### src/core/can_timing_map.vh
`ifndef CAN_TIMING_MAP_VH
`define CAN_TIMING_MAP_VH
// Register byte offsets on the plain register port.
`define ADDR_W 16
`define OFF_GSR_LOW 16'h231A
`define OFF_GSR_HIGH 16'h231B
`define OFF_BCR_ONE_LOW 16'h231C
`define OFF_BCR_TWO_LOW 16'h231E
`define OFF_BCR_TWO_HIGH 16'h231F
`define OFF_GIF_LOW 16'h2320
`define OFF_MODE_CTRL 16'h2318
`define OFF_STAMP_PRE_LOW 16'h2330
`define OFF_STAMP_PRE_HIGH 16'h2331
`define OFF_STAMP_CNT_LOW 16'h2332
`define OFF_STAMP_CNT_HIGH 16'h2333
`define OFF_STAMP_HOLD_LOW 16'h2334
`define OFF_STAMP_HOLD_HIGH 16'h2335
// Field positions.
`define BIT_SAMPLE3 7
`define BIT_CFG_REQ 7
`define BIT_SLEEP_REQ 6
`define BIT_HALT_REQ 5
`define BIT_STAMP_CLR 1
`define BIT_SW_RESET 0
`define BIT_STAMP_OVF 3
// Reset values.
`define RST_MODE_CTRL 8'h80
`define RST_TX_SLOT 4'hF
// Processing count in core clock cycles, error counter levels and triple-sampling prescaler floor.
`define PROC_CYCLES 3'h4
`define PASSIVE_LEVEL 9'h080
`define WARN_LEVEL 9'h060
`define MIN_PRESC_TRIPLE 8'h04
`endif

### src/core/can_bit_timing.v
// Function
// Quantum equals prescaler plus one core clocks
// Core clock is system clock halved
// Bit is sync, phase one, phase two
// Sync segment is always one quantum
// Software keeps bit at least ten clocks
// Software keeps phase one not below two
// Four core clocks processing after sample
// Jump width field gives one to four
// Resynchronise on receive falling edges outside the sync segment
// Software keeps jump not above phase two
// Triple sampling takes majority of three
// Prescaler below four forces single sampling
// Software keeps phase two long enough
// Free-running sixteen bit stamp counter
// Stamp advances per bit, halts config/sleep
// Stamp counter readable and writable always
// Stamp ticks every bit times prescale+1
// Overflow sets status and flag, one clears
// Hold register captures stamp on success
// Success points differ for rx and tx
// Stamp and hold cleared on config/sleep entries
// Transmit slot field reports mailbox or none
// Passive at 128, warning above 96
// Sample point between the phase segments
module can_bit_timing (
    input wire clk_sys,
    input wire rst_n,
    input wire [15:0] reg_addr,
    input wire [7:0] reg_wdata,
    input wire reg_wr,
    input wire reg_rd,
    output reg [7:0] reg_rdata,
    input wire can_rx,
    input wire rx_ok_pulse,
    input wire tx_ok_pulse,
    input wire [3:0] tx_slot_mailbox,
    input wire slot_valid,
    input wire receiving_flag,
    input wire transmitting_flag,
    input wire bus_off_flag,
    input wire [8:0] tx_err_count,
    input wire [7:0] rx_err_count,
    output reg sample_point,
    output reg sampled_bit,
    output reg bit_valid,
    output reg [15:0] mailbox_stamp_value
);
`include "can_timing_map.vh"

    reg rst_a_q;
    reg rst_b_q;
    wire rst_l;
    reg rx_a_q;
    reg rx_b_q;
    reg rx_prev_q;
    reg half_q;
    reg [7:0] presc_q;
    reg [7:0] q_cnt_q;
    reg [1:0] seg_q;
    reg [4:0] tq_q;
    reg [7:0] bcr_one_q;
    reg [7:0] bcr_two_q;
    reg [1:0] resync_jump_width;
    reg [7:0] mode_q;
    reg config_mode_ack;
    reg sleep_ack;
    reg halt_ack;
    reg [3:0] stamp_prescale;
    reg [3:0] stamp_pre_cnt_q;
    reg [15:0] stamp_counter;
    reg stamp_overflow_status;
    reg stamp_overflow_irq_flag;
    reg [2:0] smp_hist_q;
    reg [2:0] proc_cnt_q;
    reg bit_end_q;
    reg [3:0] slot_q;
    reg err_passive_flag;
    reg err_warning_flag;
    reg bus_off_q;
    reg rm_q;
    reg tm_q;
    wire [3:0] phase_segment_one;
    wire [2:0] phase_segment_two;
    wire triple_sample_select;
    wire triple_on;
    wire tq_tick;
    wire fall_edge;
    wire [4:0] seg_len;
    wire [4:0] sjw_len;
    wire sw_reset;
    wire cfg_enter;
    wire sleep_enter;
    wire stamp_clear;
    wire stamp_pre_wr;
    wire rd_hit;

    localparam [1:0] SEG_SYNC = 2'd0;
    localparam [1:0] SEG_ONE = 2'd1;
    localparam [1:0] SEG_TWO = 2'd2;

    // Reset is released through two flip-flops.
    always @(posedge clk_sys or negedge rst_n) begin
        if (!rst_n) begin
            rst_a_q <= 1'b0;
            rst_b_q <= 1'b0;
        end else begin
            rst_a_q <= 1'b1;
            rst_b_q <= rst_a_q;
        end
    end
    assign rst_l = rst_b_q;

    assign phase_segment_one = bcr_two_q[3:0];
    assign phase_segment_two = bcr_two_q[6:4];
    assign triple_sample_select = bcr_two_q[`BIT_SAMPLE3];
    // Majority voting needs room in the quantum, so small prescalers skip it.
    assign triple_on = triple_sample_select &&
        (bcr_one_q >= `MIN_PRESC_TRIPLE);
    assign sjw_len = {3'b000, resync_jump_width} + 5'd1;
    assign seg_len = (seg_q == SEG_SYNC) ? 5'd1 :
        (seg_q == SEG_ONE) ? {1'b0, phase_segment_one} + 5'd1 :
        {2'b00, phase_segment_two} + 5'd1;
    assign tq_tick = half_q && (presc_q == bcr_one_q);
    assign fall_edge = rx_prev_q && !rx_b_q;
    assign sw_reset = reg_wr && (reg_addr == `OFF_MODE_CTRL) &&
        reg_wdata[`BIT_SW_RESET];
    assign cfg_enter = mode_q[`BIT_CFG_REQ] && !config_mode_ack;
    assign sleep_enter = mode_q[`BIT_SLEEP_REQ] && !sleep_ack;
    assign stamp_pre_wr = reg_wr && (reg_addr == `OFF_STAMP_PRE_LOW);
    assign stamp_clear = sw_reset || cfg_enter || sleep_enter ||
        stamp_pre_wr ||
        (reg_wr && (reg_addr == `OFF_MODE_CTRL) &&
        reg_wdata[`BIT_STAMP_CLR]);

    // Receive pin passes two flip-flops; edge logic reads the second and its one-cycle delayed copy.
    always @(posedge clk_sys or negedge rst_l) begin
        if (!rst_l) begin
            rx_a_q <= 1'b1;
            rx_b_q <= 1'b1;
            rx_prev_q <= 1'b1;
        end else begin
            rx_a_q <= can_rx;
            rx_b_q <= rx_a_q;
            rx_prev_q <= rx_b_q;
        end
    end

    // Core clock enable at half the system rate, quantum prescaler on it.
    always @(posedge clk_sys or negedge rst_l) begin
        if (!rst_l) begin
            half_q <= 1'b0;
            presc_q <= 8'h00;
        end else begin
            half_q <= ~half_q;
            if (half_q) begin
                if (presc_q == bcr_one_q)
                    presc_q <= 8'h00;
                else
                    presc_q <= presc_q + 8'h01;
            end
        end
    end

    // Segment sequencer with resynchronisation on falling edges.
    always @(posedge clk_sys or negedge rst_l) begin
        if (!rst_l) begin
            seg_q <= SEG_SYNC;
            tq_q <= 5'd0;
            sample_point <= 1'b0;
            bit_end_q <= 1'b0;
        end else begin
            sample_point <= 1'b0;
            bit_end_q <= 1'b0;
            if (config_mode_ack || sleep_ack) begin
                seg_q <= SEG_SYNC;
                tq_q <= 5'd0;
            end else if (fall_edge && seg_q != SEG_SYNC) begin
                if (seg_q == SEG_ONE) begin
                    // Late edge: lengthen phase one by at most the jump.
                    if (tq_q > sjw_len)
                        tq_q <= tq_q - sjw_len;
                    else
                        tq_q <= 5'd0;
                end else if ((seg_len - tq_q) <= sjw_len) begin
                    // Early edge within the jump: end the bit, restart.
                    seg_q <= SEG_ONE;
                    tq_q <= 5'd0;
                    bit_end_q <= 1'b1;
                end else begin
                    // Early edge beyond the jump: shorten by the jump only.
                    tq_q <= tq_q + sjw_len;
                end
            end else if (tq_tick) begin
                case (seg_q)
                    SEG_SYNC: begin
                        seg_q <= SEG_ONE;
                        tq_q <= 5'd0;
                    end
                    SEG_ONE: begin
                        if (tq_q + 5'd1 >= seg_len) begin
                            seg_q <= SEG_TWO;
                            tq_q <= 5'd0;
                            sample_point <= 1'b1;
                        end else
                            tq_q <= tq_q + 5'd1;
                    end
                    SEG_TWO: begin
                        if (tq_q + 5'd1 >= seg_len) begin
                            seg_q <= SEG_SYNC;
                            tq_q <= 5'd0;
                            bit_end_q <= 1'b1;
                        end else
                            tq_q <= tq_q + 5'd1;
                    end
                    default: begin
                        seg_q <= SEG_SYNC;
                        tq_q <= 5'd0;
                    end
                endcase
            end
        end
    end

    // Sample history and processing interval before the level is valid.
    always @(posedge clk_sys or negedge rst_l) begin
        if (!rst_l) begin
            smp_hist_q <= 3'b111;
            proc_cnt_q <= 3'd0;
            sampled_bit <= 1'b1;
            bit_valid <= 1'b0;
        end else begin
            bit_valid <= 1'b0;
            if (half_q && seg_q == SEG_ONE)
                smp_hist_q <= {smp_hist_q[1:0], rx_b_q};
            if (sample_point) begin
                proc_cnt_q <= `PROC_CYCLES;
                if (triple_on)
                    sampled_bit <= (smp_hist_q[0] & smp_hist_q[1]) |
                        (smp_hist_q[0] & smp_hist_q[2]) |
                        (smp_hist_q[1] & smp_hist_q[2]);
                else
                    sampled_bit <= rx_b_q;
            end else if (proc_cnt_q != 3'd0 && half_q) begin
                proc_cnt_q <= proc_cnt_q - 3'd1;
                if (proc_cnt_q == 3'd1)
                    bit_valid <= 1'b1;
            end
        end
    end

    // Mode acknowledges follow the requests one cycle later.
    always @(posedge clk_sys or negedge rst_l) begin
        if (!rst_l) begin
            config_mode_ack <= 1'b1;
            sleep_ack <= 1'b0;
            halt_ack <= 1'b0;
        end else begin
            config_mode_ack <= mode_q[`BIT_CFG_REQ];
            sleep_ack <= mode_q[`BIT_SLEEP_REQ];
            halt_ack <= mode_q[`BIT_HALT_REQ];
        end
    end

    // Stamp counter, prescaler and hold register.
    always @(posedge clk_sys or negedge rst_l) begin
        if (!rst_l) begin
            stamp_counter <= 16'h0000;
            stamp_pre_cnt_q <= 4'h0;
            mailbox_stamp_value <= 16'h0000;
        end else if (stamp_clear) begin
            stamp_counter <= 16'h0000;
            stamp_pre_cnt_q <= 4'h0;
            mailbox_stamp_value <= 16'h0000;
        end else begin
            if (reg_wr && reg_addr == `OFF_STAMP_CNT_LOW)
                stamp_counter[7:0] <= reg_wdata;
            else if (reg_wr && reg_addr == `OFF_STAMP_CNT_HIGH)
                stamp_counter[15:8] <= reg_wdata;
            else if (bit_end_q && !config_mode_ack && !sleep_ack) begin
                if (stamp_pre_cnt_q >= stamp_prescale) begin
                    stamp_pre_cnt_q <= 4'h0;
                    stamp_counter <= stamp_counter + 16'h0001;
                end else
                    stamp_pre_cnt_q <= stamp_pre_cnt_q + 4'h1;
            end
            if (rx_ok_pulse || tx_ok_pulse)
                mailbox_stamp_value <= stamp_counter;
        end
    end

    // Overflow flags; a new overflow wins over a flag clear write in the same cycle, a software reset wins over it.
    always @(posedge clk_sys or negedge rst_l) begin
        if (!rst_l) begin
            stamp_overflow_status <= 1'b0;
            stamp_overflow_irq_flag <= 1'b0;
        end else if (bit_end_q && !config_mode_ack && !sleep_ack &&
            !stamp_clear && stamp_pre_cnt_q >= stamp_prescale &&
            stamp_counter == 16'hFFFF) begin
            stamp_overflow_status <= 1'b1;
            stamp_overflow_irq_flag <= 1'b1;
        end else if (sw_reset || (reg_wr && reg_addr == `OFF_GIF_LOW &&
            reg_wdata[`BIT_STAMP_OVF])) begin
            stamp_overflow_status <= 1'b0;
            stamp_overflow_irq_flag <= 1'b0;
        end
    end

    // Software registers.
    always @(posedge clk_sys or negedge rst_l) begin
        if (!rst_l) begin
            bcr_one_q <= 8'h00;
            bcr_two_q <= 8'h00;
            resync_jump_width <= 2'b00;
            mode_q <= `RST_MODE_CTRL;
            stamp_prescale <= 4'h0;
        end else if (sw_reset) begin
            mode_q <= `RST_MODE_CTRL;
            stamp_prescale <= 4'h0;
        end else if (reg_wr) begin
            case (reg_addr)
                `OFF_BCR_ONE_LOW: bcr_one_q <= reg_wdata;
                `OFF_BCR_TWO_LOW: bcr_two_q <= reg_wdata;
                `OFF_BCR_TWO_HIGH: resync_jump_width <= reg_wdata[1:0];
                `OFF_MODE_CTRL: mode_q <= {reg_wdata[7:2], 2'b00};
                `OFF_STAMP_PRE_LOW: stamp_prescale <= reg_wdata[3:0];
                default: mode_q <= mode_q;
            endcase
        end
    end

    // Status snapshot of the surrounding controller.
    always @(posedge clk_sys or negedge rst_l) begin
        if (!rst_l) begin
            slot_q <= `RST_TX_SLOT;
            err_passive_flag <= 1'b0;
            err_warning_flag <= 1'b0;
            bus_off_q <= 1'b0;
            rm_q <= 1'b0;
            tm_q <= 1'b0;
        end else begin
            slot_q <= slot_valid ? tx_slot_mailbox : `RST_TX_SLOT;
            err_passive_flag <= (tx_err_count >= `PASSIVE_LEVEL) ||
                ({1'b0, rx_err_count} >= `PASSIVE_LEVEL);
            err_warning_flag <= (tx_err_count > `WARN_LEVEL) ||
                ({1'b0, rx_err_count} > `WARN_LEVEL);
            bus_off_q <= bus_off_flag;
            rm_q <= receiving_flag;
            tm_q <= transmitting_flag;
        end
    end

    // Read data stand one cycle after the read strobe; unmapped reads zero.
    assign rd_hit = reg_rd;
    always @(posedge clk_sys or negedge rst_l) begin
        if (!rst_l)
            reg_rdata <= 8'h00;
        else if (rd_hit) begin
            case (reg_addr)
                `OFF_GSR_LOW: reg_rdata <= {config_mode_ack, sleep_ack,
                    halt_ack, 1'b0, stamp_overflow_status, bus_off_q,
                    err_passive_flag, err_warning_flag};
                `OFF_GSR_HIGH: reg_rdata <= {slot_q, rm_q, tm_q, 2'b00};
                `OFF_BCR_ONE_LOW: reg_rdata <= bcr_one_q;
                `OFF_BCR_TWO_LOW: reg_rdata <= bcr_two_q;
                `OFF_BCR_TWO_HIGH: reg_rdata <= {6'h00, resync_jump_width};
                `OFF_GIF_LOW: reg_rdata <= {4'h0, stamp_overflow_irq_flag,
                    3'b000};
                `OFF_MODE_CTRL: reg_rdata <= mode_q;
                `OFF_STAMP_PRE_LOW: reg_rdata <= {4'h0, stamp_prescale};
                `OFF_STAMP_CNT_LOW: reg_rdata <= stamp_counter[7:0];
                `OFF_STAMP_CNT_HIGH: reg_rdata <= stamp_counter[15:8];
                `OFF_STAMP_HOLD_LOW: reg_rdata <= mailbox_stamp_value[7:0];
                `OFF_STAMP_HOLD_HIGH: reg_rdata <= mailbox_stamp_value[15:8];
                default: reg_rdata <= 8'h00;
            endcase
        end else
            reg_rdata <= 8'h00;
    end
endmodule // can_bit_timing

### config.mk
export PLATFORM = sky130hd
export DESIGN_NAME = can_bit_timing
export DESIGN_NICKNAME = d
export VERILOG_FILES = /design/src/core/can_bit_timing.v
export VERILOG_INCLUDE_DIRS = /design/src /design/src/core
export SDC_FILE = /design/constraint.sdc
export NUM_CORES = 1
export LEC_CHECK = 0
export BUFFER_PORTS_ARGS = -buffer_cell sky130_fd_sc_hd__buf_2
export CORE_AREA = 3 3 98 146
export DETAILED_ROUTE_END_ITERATION = 8
export DIE_AREA = 0 0 101 149
export HOLD_SLACK_MARGIN = 0.06
export PLACE_DENSITY = 0.74
export SYNTH_ARGS = -nofsm -noshare
export SYNTH_HDL_FRONTEND = slang
export SYNTH_SLANG_ARGS = --single-unit
### constraint.sdc
create_clock -name clk_sys -period 8.2 [get_ports clk_sys]
set_clock_uncertainty 0.2 [all_clocks]
set_input_delay 0.82 -clock clk_sys [delete_from_list [all_inputs] [get_ports clk_sys]]
set_output_delay 0.82 -clock clk_sys [all_outputs]
set_load 0.05 [all_outputs]
==> run metrics <==
proportion of layout cells with a drive suffix above 1=24.3%; total negative slack=0 ns; clock root buffer=sky130_fd_sc_hd__clkbuf_16; number of enable-type register cells in the synthesized netlist=0; async set-reset flop share out of synthesis=100%; violation count after the first detailed-route iteration=440; Tcrit/Tclk final=48.3%; count of mapped cells out of synthesis=about 720; cell breakdown of the critical path=inv_1 > ha_1 > mux2i_1 > or2_2 > fa_1 > xnor2_1 > ha_1 > a21oi_1 > o21ai_0 > a21oi_1 > o211ai_1 > nand3_1 > o32ai_1; largest stage delay on the critical path=0.59 ns; number of routed nets with antenna violations=0; Crit. path cell count=13; vias in the first global route=6453; critical path arrival=4.05 ns; top-area cell type share of the netlist area=36.0%; number of max-cap violations=0; HPWL after DPL=between 15000 and 20000 um; Final Routed Wirelength=20400 um; register-to-register setup slack=4.24 ns; cell types occupying the most area after synthesis=sky130_fd_sc_hd__dfrtp_1 36%, sky130_fd_sc_hd__ha_1 6.5%, sky130_fd_sc_hd__dfstp_2 4.8%; Logic pwr share=about 28%; total clock sinks=around 120; Max Transition Viols Final=0; growth of design area from synthesis to finish=15.4%; gpl congestion=1.02; Min Clock Period, post-route=about 4 ns; setup violation total in the final timing report=0; Relative slew margins=25.5%; CTS clk-pin slew, worst paths=0.06 ns; category of the most critical setup path=flip-flop to flip-flop; combined area of all synthesized cells=0.00716 mm2; number of rows in the core area=51; first-pass GRT wire length=32500 um; sum of internal, switching and leakage power=2.08 mW; Die Outline Area=0.0150 mm2; insertion delay of the later-clocked pin in the worst-skew pair=0.42 ns; leading cell types by count after synthesis=103 x sky130_fd_sc_hd__dfrtp_1, 75 x sky130_fd_sc_hd__nand2_1, 53 x sky130_fd_sc_hd__nor2_1; P_sw=0.724 mW; library cell with the highest instance count after synthesis=sky130_fd_sc_hd__dfrtp_1; number of nets produced by synthesis=817; vertical die dimension=149 um; largest net degree at the start of global routing=70; depth of the CTS H-tree=4; Mean Syn Cell Area=9.93 um2; # diodes=0; crit path launch type=flip-flop; final net count=893; Crit path required time=8.29 ns; fraction of power consumed by sequential logic=between 30% and 40%; global-route usage over all layers=27.7%; worst min-delay path class=flip-flop to asynchronous set/reset pin; buffers plus inverters on the worst setup path=1; Buffers on Ports=82; total gr overflow=0; fmax=253 MHz; starting density of the core=54.4%; CP Launch Point=seg_q[1]; antenna violations before repair=0; Chip Width=101 um; vias after detailed routing=a little over 6000; number of CTS-inserted buffers=17; sequential element share of the synthesized area=40.8%; Clock Power Share=around 37%; Core Region=0.0131 mm2; Critical path destination=tq_q[1]; power per cell area=251 mW/mm2; biggest fanout along the worst timing path=17; cell type of the slowest stage on the worst timing path=sky130_fd_sc_hd__ha_1; number of buffers on the longest clock path=2; Tightest Pin Transition=1.11 ns; # Post-CTS Setup Buffers=0; top cell type by total area after synthesis=sky130_fd_sc_hd__dfrtp_1; largest voltage drop on the vdd net=0.156 mV; LEAKAGE=3.83 nW; top cell family by delay on the critical path=adder cells; flip-flop and latch count after synthesis=between 100 and 150; first drt pass iteration count=6; switching share of power=between 30% and 40%; DP Cell Count=936; internal power contribution=1.35 mW; RR Endpoint=tq_q[1]; Vias/cell=6.33; top_reg_cell synth=sky130_fd_sc_hd__dfrtp_1; clock tree from TritonCTS=yes; Remaining DRCs=0; element type at the critical path end=flip-flop; routed length per placed instance=around 21 um; count of warnings emitted by yosys=0; Final Instance Count excl. Fillers=969; reg2reg start=seg_q[1]; result of the run=completed; RSZ-0062 raised after global routing=false; cell depth of the worst flop-to-flop path=13; count of unique library cells instantiated by Yosys=slightly below 90; number of endpoints with negative hold slack in the final report=0; top-level I/O count=83
==> power groups by stage <==
stage          clock, mW  sequential, mW  combinational, mW
2_1_floorplan          0           0.759              0.376
3_3_place_gp           0           0.720              0.550
3_5_place_dp           0           0.724              0.577
4_1_cts            0.777           0.715              0.581
5_1_grt            0.805           0.724              0.642
6_report           0.777           0.716              0.584
==> registers in the layout (all words and copies together) (netlist names), 4 cells and up <==
name / flops
stamp_prescale: 4
mailbox_stamp_value: 16
reg_rdata: 8
mode_q: 6
stamp_counter: 16
presc_q: 8
slot_q: 4
tq_q: 5
bcr_two_q: 8
bcr_one_q: 8
stamp_pre_cnt_q: 4
==> logic make-up (layout without fill, tap and decap cells) <==
| kind of cell | count (synthesis) | count (layout) | synth area share (%) |
|---|---|---|---|
| xor+xnor | 34 | 34 | 4.16 |
| other cells | 1 | 1 | 0.0524 |
| compound gates | 172 | 172 | 17.7 |
| flops | 116 | 116 | 40.8 |
| buf+inv | 60 | 149 | 3.78 |
| mux | 33 | 33 | 5.47 |
| simple gates | 264 | 264 | 20.6 |
| fa+ha+maj | 41 | 41 | 7.45 |
==> worst register-to-register path: cells and delay by family (launching register included) <==
family / cells / cell delay [ns]
muxes: 1 / 0.15
xor gates and xnor gates: 1 / 0.23
and+or+nand+nor: 2 / 0.56
DFF: 1 / 0.40
buffers and inverters: 1 / 0.10
AOI/OAI and AO/OA: 5 / 0.88
adders and majority gates: 3 / 1.32
==> worst min path at each step <==
stage / end / startpoint / cells past startpoint / slack (ns)
floorplan: rst_b_q / rst_a_q / 0 / 0.13
global placement: rst_b_q / rst_a_q / 0 / 0.14
detailed placement: rst_b_q / rst_a_q / 0 / 0.14
CTS: stamp_counter[5] / rst_b_q / 0 / 0.16
global route: rx_b_q / rx_a_q / 0 / 0.16
finish: stamp_counter[5] / rst_b_q / 0 / 0.14
==> per-stage QoR <==
| stage | utilization [%] | hold WS (ns) | setup slack (ns) | area (um2) |
|---|---|---|---|---|
| after floorplan | - | 0.131 | 4.55 | 7160 |
| after detailed placement | 58.1 | 0.145 | 4.15 | 7630 |
| after global routing | 62.8 | 0.157 | 3.99 | 8260 |
| after global placement | 58.1 | 0.144 | 4.27 | 7630 |
| final | 62.8 | 0.144 | 4.24 | 8260 |
| after CTS | 62.8 | 0.157 | 4.30 | 8260 |
==> repair_timing <==
action                     CTS  global route
hold buffers                 1             0
setup endpoints to repair    0             0
gates resized for setup      0             0
hold endpoints to repair     2             0
==> placed cells by master (no fill, tap or decap), types with 11 or more instances in the layout <==
cell | netlist | routed
sky130_fd_sc_hd__dfrtp_1 | 103 | 102
sky130_fd_sc_hd__buf_2 | 6 | 82
sky130_fd_sc_hd__nand2_1 | 75 | 75
sky130_fd_sc_hd__nor2_1 | 53 | 53
sky130_fd_sc_hd__a21oi_1 | 44 | 44
sky130_fd_sc_hd__ha_1 | 37 | 37
sky130_fd_sc_hd__inv_1 | 32 | 32
sky130_fd_sc_hd__o21ai_0 | 25 | 25
sky130_fd_sc_hd__nand3_1 | 20 | 20
sky130_fd_sc_hd__nand4_1 | 19 | 19
sky130_fd_sc_hd__xnor2_1 | 19 | 19
sky130_fd_sc_hd__mux2_2 | 17 | 17
sky130_fd_sc_hd__clkbuf_16 | 0 | 17
sky130_fd_sc_hd__nand2b_1 | 16 | 16
sky130_fd_sc_hd__a22oi_1 | 16 | 16
sky130_fd_sc_hd__xor2_1 | 15 | 15
sky130_fd_sc_hd__and3_1 | 14 | 14
sky130_fd_sc_hd__dfstp_2 | 13 | 13
sky130_fd_sc_hd__a31oi_1 | 11 | 11
==> layer usage <==
metal  wire length [um]  vias up  part of all wire (%)  global-route usage (%)
li1                   -     2777                     -                       -
met1               7250     3023                    36                    30.4
met2              10900      258                    53                    49.4
met3               1030       71                   5.1                    4.63
met4               1210        0                   5.9                    16.4
met5                  0        -                     0                       0
==> cell type report <==
cell class | count | area, um2
Tap cell | 159 | 199
Fill cell | 1058 | 4890
Sequential cell | 116 | 2920
Clock inverter | 14 | 176
Inverter | 33 | 124
Timing Repair Buffer | 84 | 428
Clock buffer | 18 | 439
Multi-Input combinational cell | 545 | 3970
Note: power is estimated with default switching activity, not from simulation.
